**config.mk**
```make
export PLATFORM = sky130hd
export DESIGN_NAME = adc_overrange_timestamp_output
export DESIGN_NICKNAME = d
export VERILOG_FILES = /design/src/adc_ovr_pkg.sv /design/src/delay_line.sv /design/src/ovr_flag_hold.sv /design/src/adc_overrange_timestamp_output.sv
export SDC_FILE = /design/constraint.sdc
export NUM_CORES = 1
export LEC_CHECK = 0
export BUFFER_PORTS_ARGS = -buffer_cell sky130_fd_sc_hd__buf_2
export CORE_MARGIN = 4
export CORE_UTILIZATION = 46
export CTS_CLUSTER_DIAMETER = 40
export DETAILED_ROUTE_END_ITERATION = 12
export PLACE_DENSITY = 0.64
export SLEW_MARGIN = 30
export SYNTH_ARGS = -nofsm -noshare
export SYNTH_HDL_FRONTEND = slang
export SYNTH_SLANG_ARGS = --single-unit
```
**constraint.sdc**
```tcl
create_clock -name clk_i -period 9.2 [get_ports clk_i]
set_clock_uncertainty 0.1 [all_clocks]
set_input_delay 0.92 -clock clk_i [delete_from_list [all_inputs] [get_ports clk_i]]
set_output_delay 0.92 -clock clk_i [all_outputs]
set_load 0.01 [all_outputs]
```
**src/adc_ovr_pkg.sv**
```systemverilog
// Purpose: shared constants and carriers for the overrange/timestamp output block
// Assumes: 32-bit classic Wishbone, byte addresses, one clock
// Notes:   offsets are byte addresses of aligned words
package adc_ovr_pkg;
  // Sample and magnitude geometry
  localparam int          DATA_W         = 12;
  localparam int          MAG_W          = 11;
  localparam int          THR_W          = 8;
  localparam int          MAG_CMP_LSB    = 3;
  localparam logic [11:0] CODE_MOST_NEG  = 12'h800;
  localparam logic [10:0] MAG_SAT        = 11'h7FF;
  // Flag hold
  localparam int          HOLD_SEL_W     = 3;
  localparam int          HOLD_BASE_LOG2 = 3;
  localparam int          HOLD_CNT_W     = 11;
  localparam logic [10:0] HOLD_ONE       = 11'h001;
  // Pipeline
  localparam int          DATA_LAT       = 4;
  localparam int          SYNC_STAGES    = 2;
  // Calibration
  localparam int          FG_CAL_CYCLES  = 1024;
  localparam int          CAL_CNT_W      = 11;
  localparam int          SWAP_CYCLES    = 256;
  localparam int          SWAP_CNT_W     = 9;
  localparam logic [2:0]  SPARE_CORE_A   = 3'h4;
  localparam logic [2:0]  SPARE_CORE_B   = 3'h5;
  // Register map
  localparam int          WB_AW          = 8;
  localparam logic [7:0]  REG_CTRL       = 8'h00;
  localparam logic [7:0]  REG_THRESH     = 8'h04;
  localparam logic [7:0]  REG_HOLD       = 8'h08;
  localparam logic [7:0]  REG_STATUS     = 8'h0C;
  localparam int          CTRL_SINGLE    = 0;
  localparam int          CTRL_MARK_EN   = 1;
  localparam int          CTRL_SYSREF    = 2;
  localparam int          CTRL_BG_CAL    = 3;
  localparam int          CTRL_FG_START  = 4;
  localparam int          THR_HIGH_LSB   = 0;
  localparam int          THR_LOW_LSB    = 8;
  localparam int          STAT_FG_BUSY   = 4;
  localparam int          STAT_CORE_LSB  = 5;
  localparam logic [7:0]  THR_HIGH_RST   = 8'hFF;
  localparam logic [7:0]  THR_LOW_RST    = 8'hFF;
  localparam logic [2:0]  HOLD_SEL_RST   = 3'h0;

  typedef struct packed {
    logic [11:0] code;
    logic [11:0] dither;
  } core_word_s;

  typedef struct packed {
    logic [11:0] a;
    logic [11:0] b;
    logic        valid;
  } lanes_s;
endpackage

```
**src/delay_line.sv**
```systemverilog
// Purpose: fixed-latency register pipeline
// Assumes: DEPTH of at least one
// Notes:   output comes straight from the last stage
`timescale 1ns/10ps
module delay_line #(
  parameter int W     = 1,
  parameter int DEPTH = 1
) (
  // Clock and reset
  input  wire logic         clk_i,
  input  wire logic         rst_i,
  // Data
  input  wire logic [W-1:0] d_i,
  output logic      [W-1:0] q_o
);
  logic [W-1:0] stage_q [DEPTH];
  logic [W-1:0] stage_d [DEPTH];

  always_comb
  begin
    stage_d[0] = d_i;
    for (int i = 1; i < DEPTH; i++)
    begin
      stage_d[i] = stage_q[i-1];
    end
  end

  always_ff @(posedge clk_i)
  begin
    for (int i = 0; i < DEPTH; i++)
    begin
      if (rst_i)
        stage_q[i] <= '0;
      else
        stage_q[i] <= stage_d[i];
    end
  end

  assign q_o = stage_q[DEPTH-1];
endmodule // delay_line

```
**src/ovr_flag_hold.sv**
```systemverilog
// Purpose: one overrange flag with a retriggerable hold time
// Assumes: len_i is at least one cycle
// Notes:   flag rises the cycle after the event, stays len_i cycles
`timescale 1ns/10ps
module ovr_flag_hold #(
  parameter int CNT_W = adc_ovr_pkg::HOLD_CNT_W
) (
  // Clock and reset
  input  wire logic             clk_i,
  input  wire logic             rst_i,
  // Event and hold length
  input  wire logic             event_i,
  input  wire logic [CNT_W-1:0] len_i,
  output logic                  flag_o
);
  logic [CNT_W-1:0] cnt_q, cnt_d;
  logic             flag_q, flag_d;
  logic [CNT_W-1:0] run_q, lenl_q;

  always_comb
  begin
    cnt_d = cnt_q;
    if (event_i)
      cnt_d = len_i;
    else if (cnt_q != '0)
      cnt_d = cnt_q - 1'b1;
    flag_d = (cnt_d != '0);
  end

  always_ff @(posedge clk_i)
  begin
    if (rst_i)
    begin
      cnt_q  <= '0;
      flag_q <= 1'b0;
    end
    else
    begin
      cnt_q  <= cnt_d;
      flag_q <= flag_d;
    end
  end

  assign flag_o = flag_q;

  // Helper: flag-high cycles since the last event
  always_ff @(posedge clk_i)
  begin
    if (rst_i)
    begin
      run_q  <= '0;
      lenl_q <= '0;
    end
    else if (event_i)
    begin
      run_q  <= '0;
      lenl_q <= len_i;
    end
    else if (flag_q)
      run_q <= run_q + 1'b1;
  end

  chk_event_sets_flag: assert property (@(posedge clk_i) disable iff (rst_i)
    event_i |=> flag_o) else $error("flag not set after overrange event");
  chk_hold_length: assert property (@(posedge clk_i) disable iff (rst_i)
    $fell(flag_o) |-> run_q == lenl_q) else $error("flag hold length wrong");
  chk_reset_clear: assert property (@(posedge clk_i)
    rst_i |=> !flag_o) else $error("flag not clear after reset");
endmodule // ovr_flag_hold

```
**src/adc_overrange_timestamp_output.sv**
```systemverilog
// Purpose: sample output, overrange flags, timestamp marking, core steering
// Assumes: converted codes and dither arrive on clk_i; trigger and sysref are async
// Notes:   lane b carries the falling-edge sample in single-channel mode
//
// Overview of operation
// - Samples are signed two's complement; negative when minus input is higher.
// - Dual mode samples on rising edge; single mode on both edges.
// - Magnitude of sample is 11 bits; most negative code saturates to 2047.
// - Upper eight magnitude bits compare against two programmable thresholds.
// - Both channels share the same pair of thresholds in dual mode.
// - Flag is 1 when compared bits reach the threshold, else 0.
// - Dual mode: channel A flags on one pin pair, B on another.
// - Single mode: each threshold status spread over both matching flag pins.
// - Hold select 0..7 keeps flag 8 to 1024 cycles after last event.
// - Calibration runs foreground, stopping samples, or background, continuing.
// - With marking on, sample keeps upper 11 bits; LSB holds the mark.
// - Mark path latency equals the data path latency.
// - Trigger input may be asynchronous; sampled alongside the analog input.
// - With sysref select set, system reference replaces the trigger as mark.
// - Injected dither is subtracted from converted data.
// - Cores interleave two-way per channel dual, four-way single; swap for calibration.
//
// Design decisions made here: the address map and register access over Wishbone.
`timescale 1ns/10ps
module adc_overrange_timestamp_output #(
  parameter int FG_CAL_CYCLES = adc_ovr_pkg::FG_CAL_CYCLES
) (
  // Clock and reset
  input  wire logic                   clk_i,
  input  wire logic                   rst_i,
  // Wishbone slave
  input  wire logic                   wb_cyc_i,
  input  wire logic                   wb_stb_i,
  input  wire logic                   wb_we_i,
  input  wire logic [7:0]             wb_adr_i,
  input  wire logic [3:0]             wb_sel_i,
  input  wire logic [31:0]            wb_dat_i,
  output logic      [31:0]            wb_dat_o,
  output logic                        wb_ack_o,
  // Converter cores
  input  wire adc_ovr_pkg::core_word_s core_a_i,
  input  wire adc_ovr_pkg::core_word_s core_b_i,
  // Asynchronous mark sources
  input  wire logic                   trigger_mark_input_i,
  input  wire logic                   sysref_i,
  // Sample output
  output logic      [11:0]            sample_a_o,
  output logic      [11:0]            sample_b_o,
  output logic                        sample_valid_o,
  output logic      [2:0]             core_a_o,
  output logic      [2:0]             core_b_o,
  output logic                        fg_cal_busy_o,
  // Overrange flag pins
  output logic                        chan_a_flag_high_o,
  output logic                        chan_a_flag_low_o,
  output logic                        chan_b_flag_high_o,
  output logic                        chan_b_flag_low_o
);
  localparam int DW      = adc_ovr_pkg::DATA_W;
  localparam int MW      = adc_ovr_pkg::MAG_W;
  localparam int TW      = adc_ovr_pkg::THR_W;
  localparam int LAT     = adc_ovr_pkg::DATA_LAT;
  localparam int OUT_LAT = LAT + 1;
  localparam int MRK_LAT = LAT - adc_ovr_pkg::SYNC_STAGES + 1;
  localparam logic [10:0] FG_LOAD = 11'(FG_CAL_CYCLES);

  function automatic logic [10:0] mag_of(input logic [11:0] c);
    logic [11:0] neg;
    neg = -c;
    if (c == adc_ovr_pkg::CODE_MOST_NEG)
      mag_of = adc_ovr_pkg::MAG_SAT;
    else if (c[DW-1])
      mag_of = neg[MW-1:0];
    else
      mag_of = c[MW-1:0];
  endfunction

  // Register state
  logic       single_q, single_d, mark_en_q, mark_en_d, sysref_sel_q, sysref_sel_d;
  logic       bg_cal_q, bg_cal_d, ack_q, ack_d;
  logic [7:0] thr_high_q, thr_high_d, thr_low_q, thr_low_d;
  logic [2:0] hold_sel_q, hold_sel_d;
  logic [31:0] rdat_q, rdat_d, rd_mux;
  logic       wr_en;
  logic [1:0] cal_core_q, cal_core_d;

  always_comb
  begin
    rd_mux = '0;
    case (wb_adr_i)
      adc_ovr_pkg::REG_CTRL:
      begin
        rd_mux[adc_ovr_pkg::CTRL_SINGLE]  = single_q;
        rd_mux[adc_ovr_pkg::CTRL_MARK_EN] = mark_en_q;
        rd_mux[adc_ovr_pkg::CTRL_SYSREF]  = sysref_sel_q;
        rd_mux[adc_ovr_pkg::CTRL_BG_CAL]  = bg_cal_q;
      end
      adc_ovr_pkg::REG_THRESH:
      begin
        rd_mux[adc_ovr_pkg::THR_HIGH_LSB +: TW] = thr_high_q;
        rd_mux[adc_ovr_pkg::THR_LOW_LSB +: TW]  = thr_low_q;
      end
      adc_ovr_pkg::REG_HOLD:
        rd_mux[adc_ovr_pkg::HOLD_SEL_W-1:0] = hold_sel_q;
      adc_ovr_pkg::REG_STATUS:
      begin
        rd_mux[3:0] = {chan_a_flag_high_o, chan_a_flag_low_o,
                       chan_b_flag_high_o, chan_b_flag_low_o};
        rd_mux[adc_ovr_pkg::STAT_FG_BUSY] = fg_cal_busy_o;
        rd_mux[adc_ovr_pkg::STAT_CORE_LSB +: 3] = {1'b0, cal_core_q};
      end
      default:
        rd_mux = '0;
    endcase
  end

  // Write lands on the edge that samples ack
  assign wr_en = wb_cyc_i && wb_stb_i && wb_we_i && ack_q;

  always_comb
  begin
    ack_d        = wb_cyc_i && wb_stb_i && !ack_q;
    rdat_d       = ack_d ? rd_mux : rdat_q;
    single_d     = single_q;
    mark_en_d    = mark_en_q;
    sysref_sel_d = sysref_sel_q;
    bg_cal_d     = bg_cal_q;
    thr_high_d   = thr_high_q;
    thr_low_d    = thr_low_q;
    hold_sel_d   = hold_sel_q;
    if (wr_en && wb_adr_i == adc_ovr_pkg::REG_CTRL && wb_sel_i[0])
    begin
      single_d     = wb_dat_i[adc_ovr_pkg::CTRL_SINGLE];
      mark_en_d    = wb_dat_i[adc_ovr_pkg::CTRL_MARK_EN];
      sysref_sel_d = wb_dat_i[adc_ovr_pkg::CTRL_SYSREF];
      bg_cal_d     = wb_dat_i[adc_ovr_pkg::CTRL_BG_CAL];
    end
    if (wr_en && wb_adr_i == adc_ovr_pkg::REG_THRESH)
    begin
      if (wb_sel_i[0])
        thr_high_d = wb_dat_i[adc_ovr_pkg::THR_HIGH_LSB +: TW];
      if (wb_sel_i[1])
        thr_low_d = wb_dat_i[adc_ovr_pkg::THR_LOW_LSB +: TW];
    end
    if (wr_en && wb_adr_i == adc_ovr_pkg::REG_HOLD && wb_sel_i[0])
      hold_sel_d = wb_dat_i[adc_ovr_pkg::HOLD_SEL_W-1:0];
  end

  always_ff @(posedge clk_i)
  begin
    if (rst_i)
    begin
      ack_q        <= 1'b0;
      rdat_q       <= '0;
      single_q     <= 1'b0;
      mark_en_q    <= 1'b0;
      sysref_sel_q <= 1'b0;
      bg_cal_q     <= 1'b0;
      thr_high_q   <= adc_ovr_pkg::THR_HIGH_RST;
      thr_low_q    <= adc_ovr_pkg::THR_LOW_RST;
      hold_sel_q   <= adc_ovr_pkg::HOLD_SEL_RST;
    end
    else
    begin
      ack_q        <= ack_d;
      rdat_q       <= rdat_d;
      single_q     <= single_d;
      mark_en_q    <= mark_en_d;
      sysref_sel_q <= sysref_sel_d;
      bg_cal_q     <= bg_cal_d;
      thr_high_q   <= thr_high_d;
      thr_low_q    <= thr_low_d;
      hold_sel_q   <= hold_sel_d;
    end
  end

  assign wb_ack_o = ack_q;
  assign wb_dat_o = rdat_q;

  // Calibration and core steering
  logic [10:0] fg_cnt_q, fg_cnt_d;
  logic [8:0]  swap_cnt_q, swap_cnt_d;
  logic        rot_q, rot_d;
  logic [2:0]  core_a_q, core_a_d, core_b_q, core_b_d;
  logic        fg_start;

  assign fg_start = wr_en && wb_adr_i == adc_ovr_pkg::REG_CTRL && wb_sel_i[0]
                    && wb_dat_i[adc_ovr_pkg::CTRL_FG_START];

  // foreground stops sampling, background keeps it
  // two-way or four-way interleave with spare swap
  always_comb
  begin
    fg_cnt_d   = fg_start ? FG_LOAD : (fg_cnt_q != '0) ? fg_cnt_q - 1'b1 : fg_cnt_q;
    rot_d      = !rot_q;
    swap_cnt_d = swap_cnt_q;
    cal_core_d = cal_core_q;
    if (bg_cal_q)
    begin
      swap_cnt_d = (swap_cnt_q == 9'(adc_ovr_pkg::SWAP_CYCLES - 1)) ? '0 : swap_cnt_q + 1'b1;
      if (swap_cnt_d == '0)
        cal_core_d = cal_core_q + 1'b1;
    end
    // lane b holds the falling-edge sample
    if (single_q)
    begin
      core_a_d = {1'b0, rot_q, 1'b0};
      core_b_d = {1'b0, rot_q, 1'b1};
    end
    else
    begin
      core_a_d = {2'b00, rot_q};
      core_b_d = {2'b01, rot_q};
    end
    if (bg_cal_q && core_a_d[1:0] == cal_core_q)
      core_a_d = adc_ovr_pkg::SPARE_CORE_A;
    if (bg_cal_q && core_b_d[1:0] == cal_core_q)
      core_b_d = adc_ovr_pkg::SPARE_CORE_B;
  end

  always_ff @(posedge clk_i)
  begin
    if (rst_i)
    begin
      fg_cnt_q   <= '0;
      swap_cnt_q <= '0;
      cal_core_q <= '0;
      rot_q      <= 1'b0;
      core_a_q   <= '0;
      core_b_q   <= '0;
    end
    else
    begin
      fg_cnt_q   <= fg_cnt_d;
      swap_cnt_q <= swap_cnt_d;
      cal_core_q <= cal_core_d;
      rot_q      <= rot_d;
      core_a_q   <= core_a_d;
      core_b_q   <= core_b_d;
    end
  end

  assign fg_cal_busy_o = (fg_cnt_q != '0);
  assign core_a_o      = core_a_q;
  assign core_b_o      = core_b_q;

  // dither removal; result stays two's complement
  logic [11:0] corr_a, corr_b;
  logic [7:0]  cmp_a, cmp_b;
  logic [10:0] mag_a, mag_b, hold_len;
  logic        ev_ah, ev_al, ev_bh, ev_bl;

  assign corr_a = core_a_i.code - core_a_i.dither;
  assign corr_b = core_b_i.code - core_b_i.dither;
  assign mag_a  = mag_of(corr_a);
  assign mag_b  = mag_of(corr_b);

  // upper eight bits; one threshold pair for both lanes
  assign cmp_a  = mag_a[adc_ovr_pkg::MAG_CMP_LSB +: TW];
  assign cmp_b  = mag_b[adc_ovr_pkg::MAG_CMP_LSB +: TW];
  // at-or-above test, no events while sampling is stopped
  assign ev_ah  = !fg_cal_busy_o && (cmp_a >= thr_high_q);
  assign ev_al  = !fg_cal_busy_o && (cmp_a >= thr_low_q);
  assign ev_bh  = !fg_cal_busy_o && (cmp_b >= thr_high_q);
  assign ev_bl  = !fg_cal_busy_o && (cmp_b >= thr_low_q);
  assign hold_len = adc_ovr_pkg::HOLD_ONE << (adc_ovr_pkg::HOLD_BASE_LOG2 + hold_sel_q);

  // lane a drives A pins, lane b drives B pins in either mode
  ovr_flag_hold u_hold_ah (.clk_i(clk_i), .rst_i(rst_i), .event_i(ev_ah),
                           .len_i(hold_len), .flag_o(chan_a_flag_high_o));
  ovr_flag_hold u_hold_al (.clk_i(clk_i), .rst_i(rst_i), .event_i(ev_al),
                           .len_i(hold_len), .flag_o(chan_a_flag_low_o));
  ovr_flag_hold u_hold_bh (.clk_i(clk_i), .rst_i(rst_i), .event_i(ev_bh),
                           .len_i(hold_len), .flag_o(chan_b_flag_high_o));
  ovr_flag_hold u_hold_bl (.clk_i(clk_i), .rst_i(rst_i), .event_i(ev_bl),
                           .len_i(hold_len), .flag_o(chan_b_flag_low_o));

  // two-flop synchronisers; first stage read by second only
  logic [1:0] trig_sync_q, sref_sync_q;
  logic       mark_src, mark_dly;
  always_ff @(posedge clk_i)
  begin
    if (rst_i)
    begin
      trig_sync_q <= '0;
      sref_sync_q <= '0;
    end
    else
    begin
      trig_sync_q <= {trig_sync_q[0], trigger_mark_input_i};
      sref_sync_q <= {sref_sync_q[0], sysref_i};
    end
  end

  assign mark_src = sysref_sel_q ? sref_sync_q[1] : trig_sync_q[1];

  // mark delay trimmed by the synchroniser depth
  adc_ovr_pkg::lanes_s lanes_in, lanes_dly;
  assign lanes_in = '{a: corr_a, b: corr_b, valid: !fg_cal_busy_o};

  delay_line #(.W($bits(adc_ovr_pkg::lanes_s)), .DEPTH(LAT)) u_data_dly (
    .clk_i(clk_i), .rst_i(rst_i), .d_i(lanes_in), .q_o(lanes_dly));
  delay_line #(.W(1), .DEPTH(LAT - adc_ovr_pkg::SYNC_STAGES)) u_mark_dly (
    .clk_i(clk_i), .rst_i(rst_i), .d_i(mark_src), .q_o(mark_dly));

  logic [11:0] out_a_q, out_a_d, out_b_q, out_b_d;
  logic        out_v_q, out_v_d;
  always_comb
  begin
    out_a_d = mark_en_q ? {lanes_dly.a[DW-1:1], mark_dly} : lanes_dly.a;
    out_b_d = mark_en_q ? {lanes_dly.b[DW-1:1], mark_dly} : lanes_dly.b;
    out_v_d = lanes_dly.valid;
  end

  always_ff @(posedge clk_i)
  begin
    if (rst_i)
    begin
      out_a_q <= '0;
      out_b_q <= '0;
      out_v_q <= 1'b0;
    end
    else
    begin
      out_a_q <= out_a_d;
      out_b_q <= out_b_d;
      out_v_q <= out_v_d;
    end
  end

  assign sample_a_o     = out_a_q;
  assign sample_b_o     = out_b_q;
  assign sample_valid_o = out_v_q;

  chk_mag_saturate: assert property (@(posedge clk_i) disable iff (rst_i)
    corr_a == adc_ovr_pkg::CODE_MOST_NEG |-> cmp_a == 8'hFF)
    else $error("most negative code did not saturate");
  chk_high_flag_a: assert property (@(posedge clk_i) disable iff (rst_i)
    !fg_cal_busy_o && mag_a[10:3] >= thr_high_q |=> chan_a_flag_high_o)
    else $error("channel A high flag missed");
  chk_shared_thresh: assert property (@(posedge clk_i) disable iff (rst_i)
    !fg_cal_busy_o && mag_b[10:3] >= thr_low_q |=> chan_b_flag_low_o)
    else $error("channel B low flag missed");
  chk_mark_lsb: assert property (@(posedge clk_i) disable iff (rst_i)
    $past(mark_en_q) |-> sample_b_o[0] == $past(mark_src, MRK_LAT))
    else $error("timestamp bit misaligned");
  chk_dither_out: assert property (@(posedge clk_i) disable iff (rst_i)
    $past(rst_i, OUT_LAT) == 1'b0 && !$past(mark_en_q) |-> sample_a_o == $past(corr_a, OUT_LAT))
    else $error("output sample is not dither-corrected input");
  chk_fg_stops: assert property (@(posedge clk_i) disable iff (rst_i)
    fg_cal_busy_o |-> ##OUT_LAT !sample_valid_o)
    else $error("samples flowed during foreground calibration");
  chk_bus_ack: assert property (@(posedge clk_i) disable iff (rst_i)
    wb_ack_o |=> !wb_ack_o) else $error("ack held longer than one cycle");
  chk_core_pair: assert property (@(posedge clk_i) disable iff (rst_i)
    !$past(rst_i) && !$past(single_q) && !$past(bg_cal_q)
    |-> core_a_o[2:1] == 2'b00 && core_b_o[2:1] == 2'b01)
    else $error("dual mode core pairing wrong");
endmodule // adc_overrange_timestamp_output

```
**Word level (Yosys, flattened, before mapping)**

Memories as Yosys holds them, arrays and structs flattened.
Cells that the tools add are included.
W data, S select, Z words.

- Bits in registers: 146
- Memory bits (writable): 102
- Output and inout port bits: 69
- Logic and storage cells: 136
- Memories kept: 2

- $add $sub $neg: 12
- $lt $le $gt $ge: 4
- Eq/ne operators: 8
- Shifts and indexed selects: 1
- Multiplexer cells: 35
- Bitwise operators: 6
- Reductions and logical operators: 37

Memory list:

| memory | words | width | read ports | clocked after Yosys merged registers in | write ports | RTL line | source |
|---|---|---|---|---|---|---|---|
| u_data_dly.stage_q | 4 | 25 | 4 | 0 | 4 | delay_line.sv:16 | `logic [W-1:0] stage_q [DEPTH];` |
| u_mark_dly.stage_q | 2 | 1 | 2 | 0 | 2 | delay_line.sv:16 |  |

Operators with widths:

| cell | number |
|---|---|
| $mux W11 | 14 |
| $mux W25 | 4 |
| $reduce_bool A11 Y1 | 9 |
| $sub A11 B1 Y11 const B | 5 |
| $ge A8 B8 Y1 | 4 |
| $eq A12 B12 Y1 const B | 2 |
| $sub A12 B12 Y12 | 2 |
| $neg A11 Y11 | 2 |
| $eq A8 B4 Y1 const B | 2 |
| $logic_and A1 B1 Y1 | 16 |
| $pmux W3 S4 | 1 |
| $shl A1 B4 Y11 const A | 1 |
| $add A9 B1 Y9 const B | 1 |
| $eq A9 B8 Y1 const B | 1 |
| $logic_not A9 Y1 | 1 |
| $mux W9 | 1 |
| $eq A8 B3 Y1 const B | 1 |
| $logic_not A8 Y1 | 1 |
| $mux W1 | 8 |
| $mux W8 | 1 |
| $pmux W4 S2 | 1 |
| $mux W3 | 2 |
| $or A1 B1 Y1 | 6 |
| $reduce_and A2 Y1 | 3 |
| 8 further kinds | 14 |

**Depth between registers and ports, before layout**

Gate-level depths: netlist of run 1.

- Word-level depth: 8
- Depth in mapped cells: 20
- Mapped depth without buffers: 19

**Hierarchy**

From an unflattened synthesis of run 1, not the netlist that was laid out.

- Cells, all modules: 1374
- Area, all modules: 12672.2 um2

Modules (own cells, without submodules):

| module | times used | cells an instance | area an instance (um2) | sequential area each (um2) |
|---|---|---|---|---|
| adc_overrange_timestamp_output | 1 | 770 | 6272.3 | 1961.9 |
| delay_line at u_data_dly | 1 | 211 | 3209.3 | 2001.9 |
| ovr_flag_hold at u_hold_ah ... | 3 | 99 | 792.0 | 240.2 |
| ovr_flag_hold at u_hold_bl | 1 | 92 | 762.0 | 240.2 |
| delay_line at u_mark_dly | 1 | 4 | 52.6 | 40.0 |

**Worst setup path before layout of run 1**

Ideal clock, no wire load.

- Path type: input to register
- From: in core_a_i[12] (netlist bit)
- To: reg u_hold_ah.cnt_q[9]
- Data arrival time: 4.934 ns
- Path slack: 4.080 ns
- Cell stages on the path: 20
- Cells stage by stage: inv_1 > ha_1 > inv_1 > fa_1 > and3_1 > or3_4 > a221oi_4 > o211ai_4 > a2111oi_4 > o21a_1 > o21ai_1 > ha_1 > nand2b_1 > a21o_1 > a21oi_1 > o21ai_1 > a31oi_1 > buf_2 > nor2_1 > a211oi_1

- Longest elaborated chain between the ends: 7
- Elaborated cells on any way between the ends: 8
- Classes of those cells: add/sub (2); order compare (1); eq/ne (1); mux (3); reduce/logical (1)

Ends and longest elaborated chain:

| what | RTL line | source |
|---|---|---|
| from (decl) | adc_overrange_timestamp_output.sv:41 | `input wire adc_ovr_pkg::core_word_s core_a_i,` |
| $sub A12 B12 Y12 (*) | adc_overrange_timestamp_output.sv:253 | `assign corr_a = core_a_i.code - core_a_i.dither;` |
| $neg A11 Y11 | adc_overrange_timestamp_output.sv:69 | `neg = -c;` |
| $mux W11 | adc_overrange_timestamp_output.sv:72 | `else if (c[DW-1])` |
| $mux W11 (*) | adc_overrange_timestamp_output.sv:70 | `if (c == adc_ovr_pkg::CODE_MOST_NEG)` |
| $ge A8 B8 Y1 (*) | adc_overrange_timestamp_output.sv:262 | `assign ev_ah = !fg_cal_busy_o && (cmp_a >= thr_high_q);` |
| $logic_and A1 B1 Y1 (*) | adc_overrange_timestamp_output.sv:262 |  |
| $mux W11 (*) | ovr_flag_hold.sv:23 | `if (event_i)` |
| to (signal assigned) | ovr_flag_hold.sv:39 | `cnt_q <= cnt_d;` |
| to (decl) | ovr_flag_hold.sv:16 | `logic [CNT_W-1:0] cnt_q, cnt_d;` |

Mark *: on every way between the ends. The rest lies on a longest branch, timed or not.
A chain may end at the register's enable or synchronous reset.

**Final worst setup path of run 1**

- From: in core_a_i[12] (netlist bit)
- To: reg u_hold_ah.cnt_q[1]

Same word-level chain as after synthesis.

==> results.cfg, run 1 <==
[outcome]
status = finished, final reports clean

[detailed_routing]
route.detailed.drc = 0
routed_wl_um = 26400
first_pass_iters = 5
viasPerCell = 5.18
antenna_left = 0
drtIter0Drc = 460
wl_per_cell_um = 14.4
dr_total_vias = 9482

[logic_synthesis]
synth_flop_cell = dfxtp_1
yosysTopAreaCellShare_pct = 41.6
synthArstFlopShare_pct = 0
synth_edf_count = 0
synth_area_um2 = 11900
synthAdderAreaFrac_pct = 7.04
yosysMostFrequentCell = dfxtp_1
yosysSeqAreaShare_pct = 41.6
synth_compound_area_share_pct = 14.8
synth_top_cell_by_area = dfxtp_1
ys_types = 87
synth_xor_area_share_pct = 3.01
syn_inst = 1356
muxShareOfSynthArea_pct = 3.50
synth.cells.most_frequent = 248 x dfxtp_1, 175 x nor2_1, 122 x nor2b_1
synth-seq-cells = 248
synth.avg_cell_area_um2 = 8.81
synth.area.top_cells = dfxtp_1 42%, ha_1 6.7%, nor2b_1 6.4%
synth_warnings = 0
synthSimpleGateAreaFrac_pct = 25.3
synth_top_family_by_area = simple AND/OR/NAND/NOR gates

[worst_setup_path]
crit_path_start_kind = input port
path_class = input port to flip-flop
crit_required_ns = 9.51
slowest_delay_ns = 0.75
crit_fanout = 17
arrival_ns = 5.75
endpoint_kind = flip-flop
crit_slowest_cell = a31oi_2
path_cells = buf_2, inv_1, ha_1, inv_1, fa_1, and3_1, or3_4, a221oi_4, o211ai_4, a2111oi_4, o21a_1, o21ai_1, ha_1, nand2b_1, a21o_1, a21oi_1, o21ai_1, a31oi_2, nand2b_1, a211oi_1

[pwr]
p_leak_nw = 6.13
fin_total_pwr_mw = 3.72
vdd.ir_drop.worst_uv = 176
p_per_area_nw_per_um2 = 266

[die]
core_area_um2 = 25300
num_rows = 58
die_h_um = 169
die_w_um = 169
dieArea_um2 = 28600
io_pins = 168
start_util_pct = 47.2

[clocking]
clock_latency_ns = 0.51
h-tree-depth = 2
post_cts_resized = 0
numCtsBuffers = 34
post-cts-setup-buffers = 0
cts.path.max_buffers = 3
postCtsHoldBufs = 0
clockRootBuffer = clkbuf_16
cts.sink_count = 248
cts_tree = done
cts.clk_slew.worst_paths_ns = 0.06

[grt]
grt_overflow_total = 0
grt_pass1_vias = 8458
antenna_found_initial = 0
grt_usage_pct = 17.4
grt_start_max_net_pins = 91
grt_pass1_wl_um = 41800

[timing]
min_period_ns = 5.44
tns_ns = 0
hold_viol_final = 0
fin_crit_sh_pct = 59.1
rsz0062_at_grt = false
finalSetupViolations = 0
slew_headroom_pct = 35.3
maxSlewViolCount = 0
timing.fmax_mhz = 184
worst_slew_pin_slew_ns = 0.968

[placement]
gp_congestion = 0.886
dpl.hpwl_um = 19300
io_buffers = 133

[job]
maxCapViolCount = 0

[finish]
syn_to_final_growth_pct = 16.9
insertedDiodeCount = 0
nets = 1640
drive_above_1_share_pct = 15.6

[worst_hold_path]
hold_path_class = flip-flop to flip-flop
## final cells by class
cell class,instances,area [um^2]
clock buffers,42,911
inverters,64,240
flip-flops and latches,248,4960
fillers,2331,11400
clock inverters,19,248
well taps,330,413
repair buffers,138,709
multi-input cells,989,6470
## critical path, delay by kind of cell
kind	cells	cell delay, ns
AOI/OAI and AO/OA	10	2.78
adders and majority gates	3	0.90
buffers and inverters	3	0.21
and+or+nand+nor	4	0.92
## report_power, final
part | total, mW | internal, mW | switching, mW
logic | 1.11 | 0.484 | 0.627
clock network | 1.29 | 0.803 | 0.486
registers | 1.32 | 1.21 | 0.109
## per-stage QoR
step	hold WS (ns)	instances	setup WS (ns)	cell area [um^2]	utilization [%]
after floorplan	0.314	1371	4.08	12000	-
after global placement	0.318	1769	3.36	12800	50.5
after detailed placement	0.320	1769	3.30	12800	50.5
after CTS	0.329	1830	3.80	14000	55.1
after global routing	0.347	1830	3.55	14000	55.1
final	0.328	1830	3.76	14000	55.1
## kinds of logic (layout without fill, tap and decap cells)
logic type      Yosys count  count (layout)
simple gates            581             581
compound gates          248             248
flops                   248             248
buf+inv                 134             263
fa+ha+maj                66              66
xor+xnor                 41              41
mux                      37              37
other cells               1              16
## registers in the layout, indices dropped and copies added, names as in the netlist, 12 cells and up
register	count
sample_b_o	12
u_data_dly.stage_q	100
sample_a_o	12
wb_dat_o	16
## worst paths after layout
check | cells after the start | end | slack [ns] | start
worst min register to register | 1 | u_data_dly.stage_q[0][45]$_SDFF_PP0_ | 0.33 | u_data_dly.stage_q[0][20]$_SDFF_PP0_
worst max register to register | 11 | u_hold_ah.cnt_q[1]$_SDFF_PP0_ | 6.39 | fg_cnt_q[0]$_SDFFE_PP0N_
worst min-delay path | 1 | u_data_dly.stage_q[0][45]$_SDFF_PP0_ | 0.33 | u_data_dly.stage_q[0][20]$_SDFF_PP0_
worst max-delay path | 20 | u_hold_ah.cnt_q[1]$_SDFF_PP0_ | 3.76 | core_a_i[12]
## placed cells by master (no fill, tap or decap), types with 14 or more instances in the layout
master     instances
a211oi_1          23
a21o_1            19
nand3_1           27
o21ai_0           25
dfxtp_1          248
nor2b_1          122
xor2_1            16
ha_1              64
nor2_1           175
a21oi_1           68
nand2b_1          21
or3_1             14
nand2_1           77
clkbuf_16         34
inv_1             62
and3_1            16
mux2i_1           26
buf_2            132
nor3_1            54
xnor2_1           25
a211o_1           18
conb_1            16
## layer usage
metal	global-route usage [%]	part of all wire [%]
met1	24.7	48
met2	27.2	44
met3	3.12	5.5
met4	5.39	2.7
met5	0	0
Note: power is estimated with default switching activity, not from simulation.
==> inputs of run 2 (changes only) <==
==> constraint.sdc (replaced) <==
create_clock -name clk_i -period 5.5 [get_ports clk_i]
set_clock_uncertainty 0.1 [all_clocks]
set_input_delay 0.55 -clock clk_i [delete_from_list [all_inputs] [get_ports clk_i]]
set_output_delay 0.55 -clock clk_i [all_outputs]
set_load 0.01 [all_outputs]
==> results.cfg, run 2 (synthesis gave the netlist of run 1 again) <==
[outcome]
status = finished, final reports clean

[die]
dieArea_um2 = 28600
die_h_um = 169
start_util_pct = 47.2
die_w_um = 169
num_rows = 58
io_pins = 168
core_area_um2 = 25300

[worst_setup_path]
crit_path_start_kind = input port
crit_required_ns = 5.78
critPathTopFamily = compound AO/OA/AOI/OAI gates
crit_fanout = 13
cp_common_cell = inv_1
r2r_slack_ns = 2.72
r2r_cells = 9
rr_startpoint = u_hold_bl.cnt_q[0]$_SDFF_PP0_
slowest_delay_ns = 0.41
path_cells = buf_2, inv_1, ha_1, inv_1, fa_1, a21oi_1, nor3_1, nor3_1, o211ai_2, nor3b_4, o21ai_2, a221o_1, ha_1, nor2b_1, o21ai_0, a31oi_1, o21ai_0, nand2_1, inv_1, a2111oi_0
crit_buf_inv = 4
crit_slowest_cell = fa_1
path_class = input port to flip-flop
arrival_ns = 4.94
r2r-end = u_hold_bl.flag_o$_SDFF_PP0_
endpoint_kind = flip-flop

[clocking]
h-tree-depth = 2
cts.sink_count = 248
cts.path.max_buffers = 3
cts.clk_slew.worst_paths_ns = 0.05
cts_tree = done
post-cts-setup-buffers = 0
numCtsBuffers = 35
postCtsHoldBufs = 0
clock_latency_ns = 0.51
clockRootBuffer = clkbuf_16
post_cts_resized = 0

[grt]
grt_pass1_wl_um = 42600
grt_pass1_vias = 8551
grt_start_max_net_pins = 135
grt_overflow_total = 0
antenna_found_initial = 0
grt_usage_pct = 17.8

[detailed_routing]
antenna_left = 0
dr_wl_met2_um = 11600
viasPerCell = 5.19
met1_length_um = 12700
drtIter0Drc = 636
wl_met3_um = 1400
first_pass_iters = 5
highest_layer = met4
wl_per_cell_um = 14.3
routed_wl_um = 26300
route.detailed.drc = 0
dr_total_vias = 9520

[pwr]
vdd.ir_drop.worst_uv = 351
p_per_area_nw_per_um2 = 445
p_leak_nw = 6.15

[timing]
hold-worst-slack_ns = 0.140
rsz0062_at_grt = false
fin_crit_sh_pct = 84.7
timing.final.ws_setup_ns = 0.840
min_period_ns = 4.66
timing.fmax_mhz = 215
tns_ns = 0
hold_viol_final = 0
slew_headroom_pct = 34.1
maxSlewViolCount = 0
worst_slew_pin_slew_ns = 0.981
finalSetupViolations = 0

[worst_hold_path]
whs_path_depth = 2
hp-start = wb_dat_i[6]
min_to = thr_high_q[6]$_SDFFE_PP1P_
hold_path_class = input port to flip-flop

[finish]
largest_register_ffs = 100
insertedDiodeCount = 0
final_common_cell = dfxtp_1
fillers = 2340
syn_to_final_growth_pct = 17.2
largest_register = u_data_dly.stage_q
drive_above_1_share_pct = 15.8
nets = 1645
final_cell_mix = 248 x dfxtp_1, 175 x nor2_1, 132 x buf_2

[placement]
io_buffers = 133
dpl.hpwl_um = 19300
gp_congestion = 0.904
place_ws_ns = 0.334

[job]
maxCapViolCount = 0
-- run 2: cell types whose count changed in the layout (fill, tap and decap cells not counted) --
cell        before  now
clkinvlp_4       3    2
bufinv_16        3    2
clkinv_8         2    1
inv_6            2    6
clkinv_4         4    2
buf_4            5    9
clkbuf_16       34   35
clkbuf_8         3    4
clkinv_2         4    3
inv_8            0    1
a31oi_2          1    0
a31oi_1          8    9
-- run 2: layer usage --
layer,vias up,global-route usage [%]
li1,4946,-
met1,4291,25.9
met2,238,27.4
met3,45,2.75
met4,0,5.08
met5,-,0
-- run 2: final cells by class --
cell class	count	area [um^2]	area share (%)
Timing Repair Buffer	142	739	5.28
Multi-Input combinational cell	989	6470	46.2
Clock inverter	18	218	1.56
Clock buffer	44	950	6.79
Tap cell	330	413	2.95
Sequential cell	248	4960	35.5
Inverter	64	240	1.72
-- run 2: worst max-delay path by stage --
| stage | start | endpoint | depth (start not counted) |
|---|---|---|---|
| 6_report | core_b_i[12] | u_hold_bh.cnt_q[1]$_SDFF_PP0_ | 20 |
| 5_1_grt | core_b_i[12] | u_hold_bh.cnt_q[1]$_SDFF_PP0_ | 20 |
| 4_1_cts | core_b_i[12] | u_hold_bh.cnt_q[3]$_SDFF_PP0_ | 20 |
| 3_5_place_dp | core_b_i[12] | u_hold_bl.cnt_q[1]$_SDFF_PP0_ | 20 |
| 3_3_place_gp | core_b_i[12] | u_hold_bh.cnt_q[1]$_SDFF_PP0_ | 20 |
| 2_1_floorplan | core_a_i[12] | u_hold_ah.cnt_q[9]$_SDFF_PP0_ | 20 |
-- run 2: stage by stage --
| stage | utilization [%] | std cells | area, um^2 | total power, mW |
|---|---|---|---|---|
| floorplan | - | 1371 | 12000 | 3.68 |
| global placement | 50.6 | 1773 | 12800 | 4.03 |
| detailed placement | 50.6 | 1773 | 12800 | 4.07 |
| CTS | 55.2 | 1835 | 14000 | 6.28 |
| global route | 55.2 | 1835 | 14000 | 6.65 |
| finish | 55.2 | 1835 | 14000 | 6.23 |
-- run 2: where the power goes --
part / switching [mW] / total (mW) / internal [mW]
Sequential: 0.180 / 2.20 / 2.02
Combinational: 1.04 / 1.85 / 0.815
Clock: 0.834 / 2.18 / 1.35
Total: 2.05 / 6.23 / 4.18
==> inputs of run 3 (changes only) <==
--- a/config.mk
+++ b/config.mk
@@ -10,7 +10,7 @@
 export CORE_UTILIZATION = 46
 export CTS_CLUSTER_DIAMETER = 40
 export DETAILED_ROUTE_END_ITERATION = 12
-export PLACE_DENSITY = 0.64
+export PLACE_DENSITY = 0.67
 export SLEW_MARGIN = 30
 export SYNTH_ARGS = -nofsm -noshare
 export SYNTH_HDL_FRONTEND = slang
==> constraint.sdc (replaced) <==
create_clock -name clk_i -period 3.8 [get_ports clk_i]
set_clock_uncertainty 0.1 [all_clocks]
set_input_delay 0.38 -clock clk_i [delete_from_list [all_inputs] [get_ports clk_i]]
set_output_delay 0.38 -clock clk_i [all_outputs]
set_load 0.01 [all_outputs]
==> results.cfg, run 3 (synthesis gave the netlist of run 1 again) <==
[clocking]
cts.sink_count = 248
cts_tree = done
clock_latency_ns = 0.50
cts.path.max_buffers = 3
numCtsBuffers = 35
clockRootBuffer = clkbuf_16
h-tree-depth = 2
cts.clk_slew.worst_paths_ns = 0.06

[timing]
rsz0062_at_grt = true
timing.fmax_mhz = 258
worst_slew_pin_slew_ns = 0.941
maxSlewViolCount = 0
hold-worst-slack_ns = 0.0192
finalSetupViolations = 28
hold_viol_final = 0
fin_crit_sh_pct = 102
timing.final.ws_setup_ns = -0.0825
slew_headroom_pct = 37.2
min_period_ns = 3.88

[die]
start_util_pct = 47.2
die_h_um = 169
die_w_um = 169
num_rows = 58
core_area_um2 = 25300
dieArea_um2 = 28600
io_pins = 168

[placement]
gp_congestion = 0.908
dpl.hpwl_um = 20700
dpl-instance-area_um2 = 13700
io_buffers = 133

[finish]
regArea_um2 = 4960
largest_register = u_data_dly.stage_q
final_cell_mix = 248 x dfxtp_1, 165 x nor2_1, 130 x buf_2
drive_above_1_share_pct = 25.4
design_area_um2 = 15400
final_common_cell = dfxtp_1
syn_to_final_growth_pct = 28.6
multi_input_area_um2 = 6840
largest_register_ffs = 100
insertedDiodeCount = 0
fillers = 2181
nets = 1764

[detailed_routing]
dr_total_vias = 9929
wl_per_cell_um = 14.5
routed_wl_um = 28400
first_pass_iters = 5
drtIter0Drc = 712
viasPerCell = 5.09
antenna_left = 0
route.detailed.drc = 0

[grt]
antenna_found_initial = 0
grt_usage_pct = 19.2
grt_start_max_net_pins = 96
grt_pass1_wl_um = 46100
grt_overflow_total = 0
grt_pass1_vias = 9280

[worst_setup_path]
critPathTopFamily = compound AO/OA/AOI/OAI gates
crit_path_start_kind = input port
slowest_delay_ns = 0.40
path_cells = buf_8, inv_12, ha_4, inv_2, fa_2, and3_4, or3_4, a221oi_4, o211ai_4, a2111oi_4, o31ai_1, a22oi_1, ha_1, a21o_1, a21oi_2, o21ai_2, a31oi_4, buf_12, nor2_1, a311oi_1
crit_buf_inv = 4
endpoint_kind = flip-flop
arrival_ns = 4.19
crit_slowest_cell = or3_4
crit_required_ns = 4.11
crit_fanout = 8
path_class = input port to flip-flop

[pwr]
p_clk_share_pct = 32.3
combinationalPowerShare_pct = 33.4
internal_power_mw = 6.20
p_per_area_nw_per_um2 = 605
sw_frac_of_total_pct = 33.3
seqPwrFrac_pct = 34.4
switching_power_mw = 3.10
vdd.ir_drop.worst_uv = 328
p_leak_nw = 6.81

[worst_hold_path]
hold_path_class = input port to flip-flop

[outcome]
status = finished with violations
violations = setup timing

[job]
maxCapViolCount = 0
run 3: cell types whose count changed in the layout (fill, tap and decap cells not counted), sizes merged:
cell	delta
clkinv	-3
bufinv	-2
buf	+109
clkbuf	+5
dlygate4sd3	+9
clkinvlp	-1
run 3: power groups by stage:
stage | Combinational [mW] | Sequential [mW] | Clock, mW
final | 3.10 | 3.19 | 3.00
after global routing | 3.47 | 3.23 | 3.19
after CTS | 3.01 | 3.19 | 3.06
after detailed placement | 2.91 | 3.24 | 0
after global placement | 2.87 | 3.23 | 0
after floorplan | 2.22 | 3.16 | 0
run 3: cell type report:
class	count	area share (%)
sequential	248	32.3
inverter	64	1.73
multi-input combinational	989	44.5
clock inverter	12	0.766
clock buffer	48	6.41
tap	330	2.69
timing repair buffer	261	11.6
run 3: stage by stage:
step                power, mW  instances  setup WS [ns]  setup TNS, ns  utilization [%]
finish                   9.29       1952        -0.0825          -1.08             60.6
global route             9.89       1952         -0.265          -7.96             60.6
CTS                      9.26       1950         -0.162          -2.31             59.9
detailed placement       6.15       1868         -0.725         -29.66             54.2
global placement         6.10       1868         -0.632         -25.51             54.2
floorplan                5.38       1371         -0.372          -9.81                -
run 3: final timing paths:
kind                                         from                                  end  slack [ns]  cells past startpoint
min                                  wb_dat_i[10]            thr_low_q[2]$_SDFFE_PP1P_        0.02                      2
min reg2reg  u_data_dly.stage_q[0][30]$_SDFF_PP0_  u_data_dly.stage_q[1][5]$_SDFF_PP0_        0.33                      1
max reg2reg         u_hold_bl.cnt_q[0]$_SDFF_PP0_          u_hold_bl.flag_o$_SDFF_PP0_        0.93                      9
max                                  core_a_i[12]        u_hold_ah.cnt_q[6]$_SDFF_PP0_       -0.08                     20
run 3: what timing repair did:
action | in CTS | in global routing
gates cloned | 0 | 1
setup buffers | 13 | 1
hold buffers | 9 | 0
endpoints found under the setup margin | 44 | 48
pin swaps | 25 | 18
endpoints found under the hold margin | 9 | 0
resized for setup | 41 | 34
run 3: routing by layer:
metal | wire [um] | part of all wire, % | track usage (%)
met2 | 12300 | 43 | 29.3
met1 | 13900 | 49 | 28.1
met5 | 0 | 0 | 0
met4 | 690 | 2.4 | 6.13
met3 | 1490 | 5.3 | 2.87
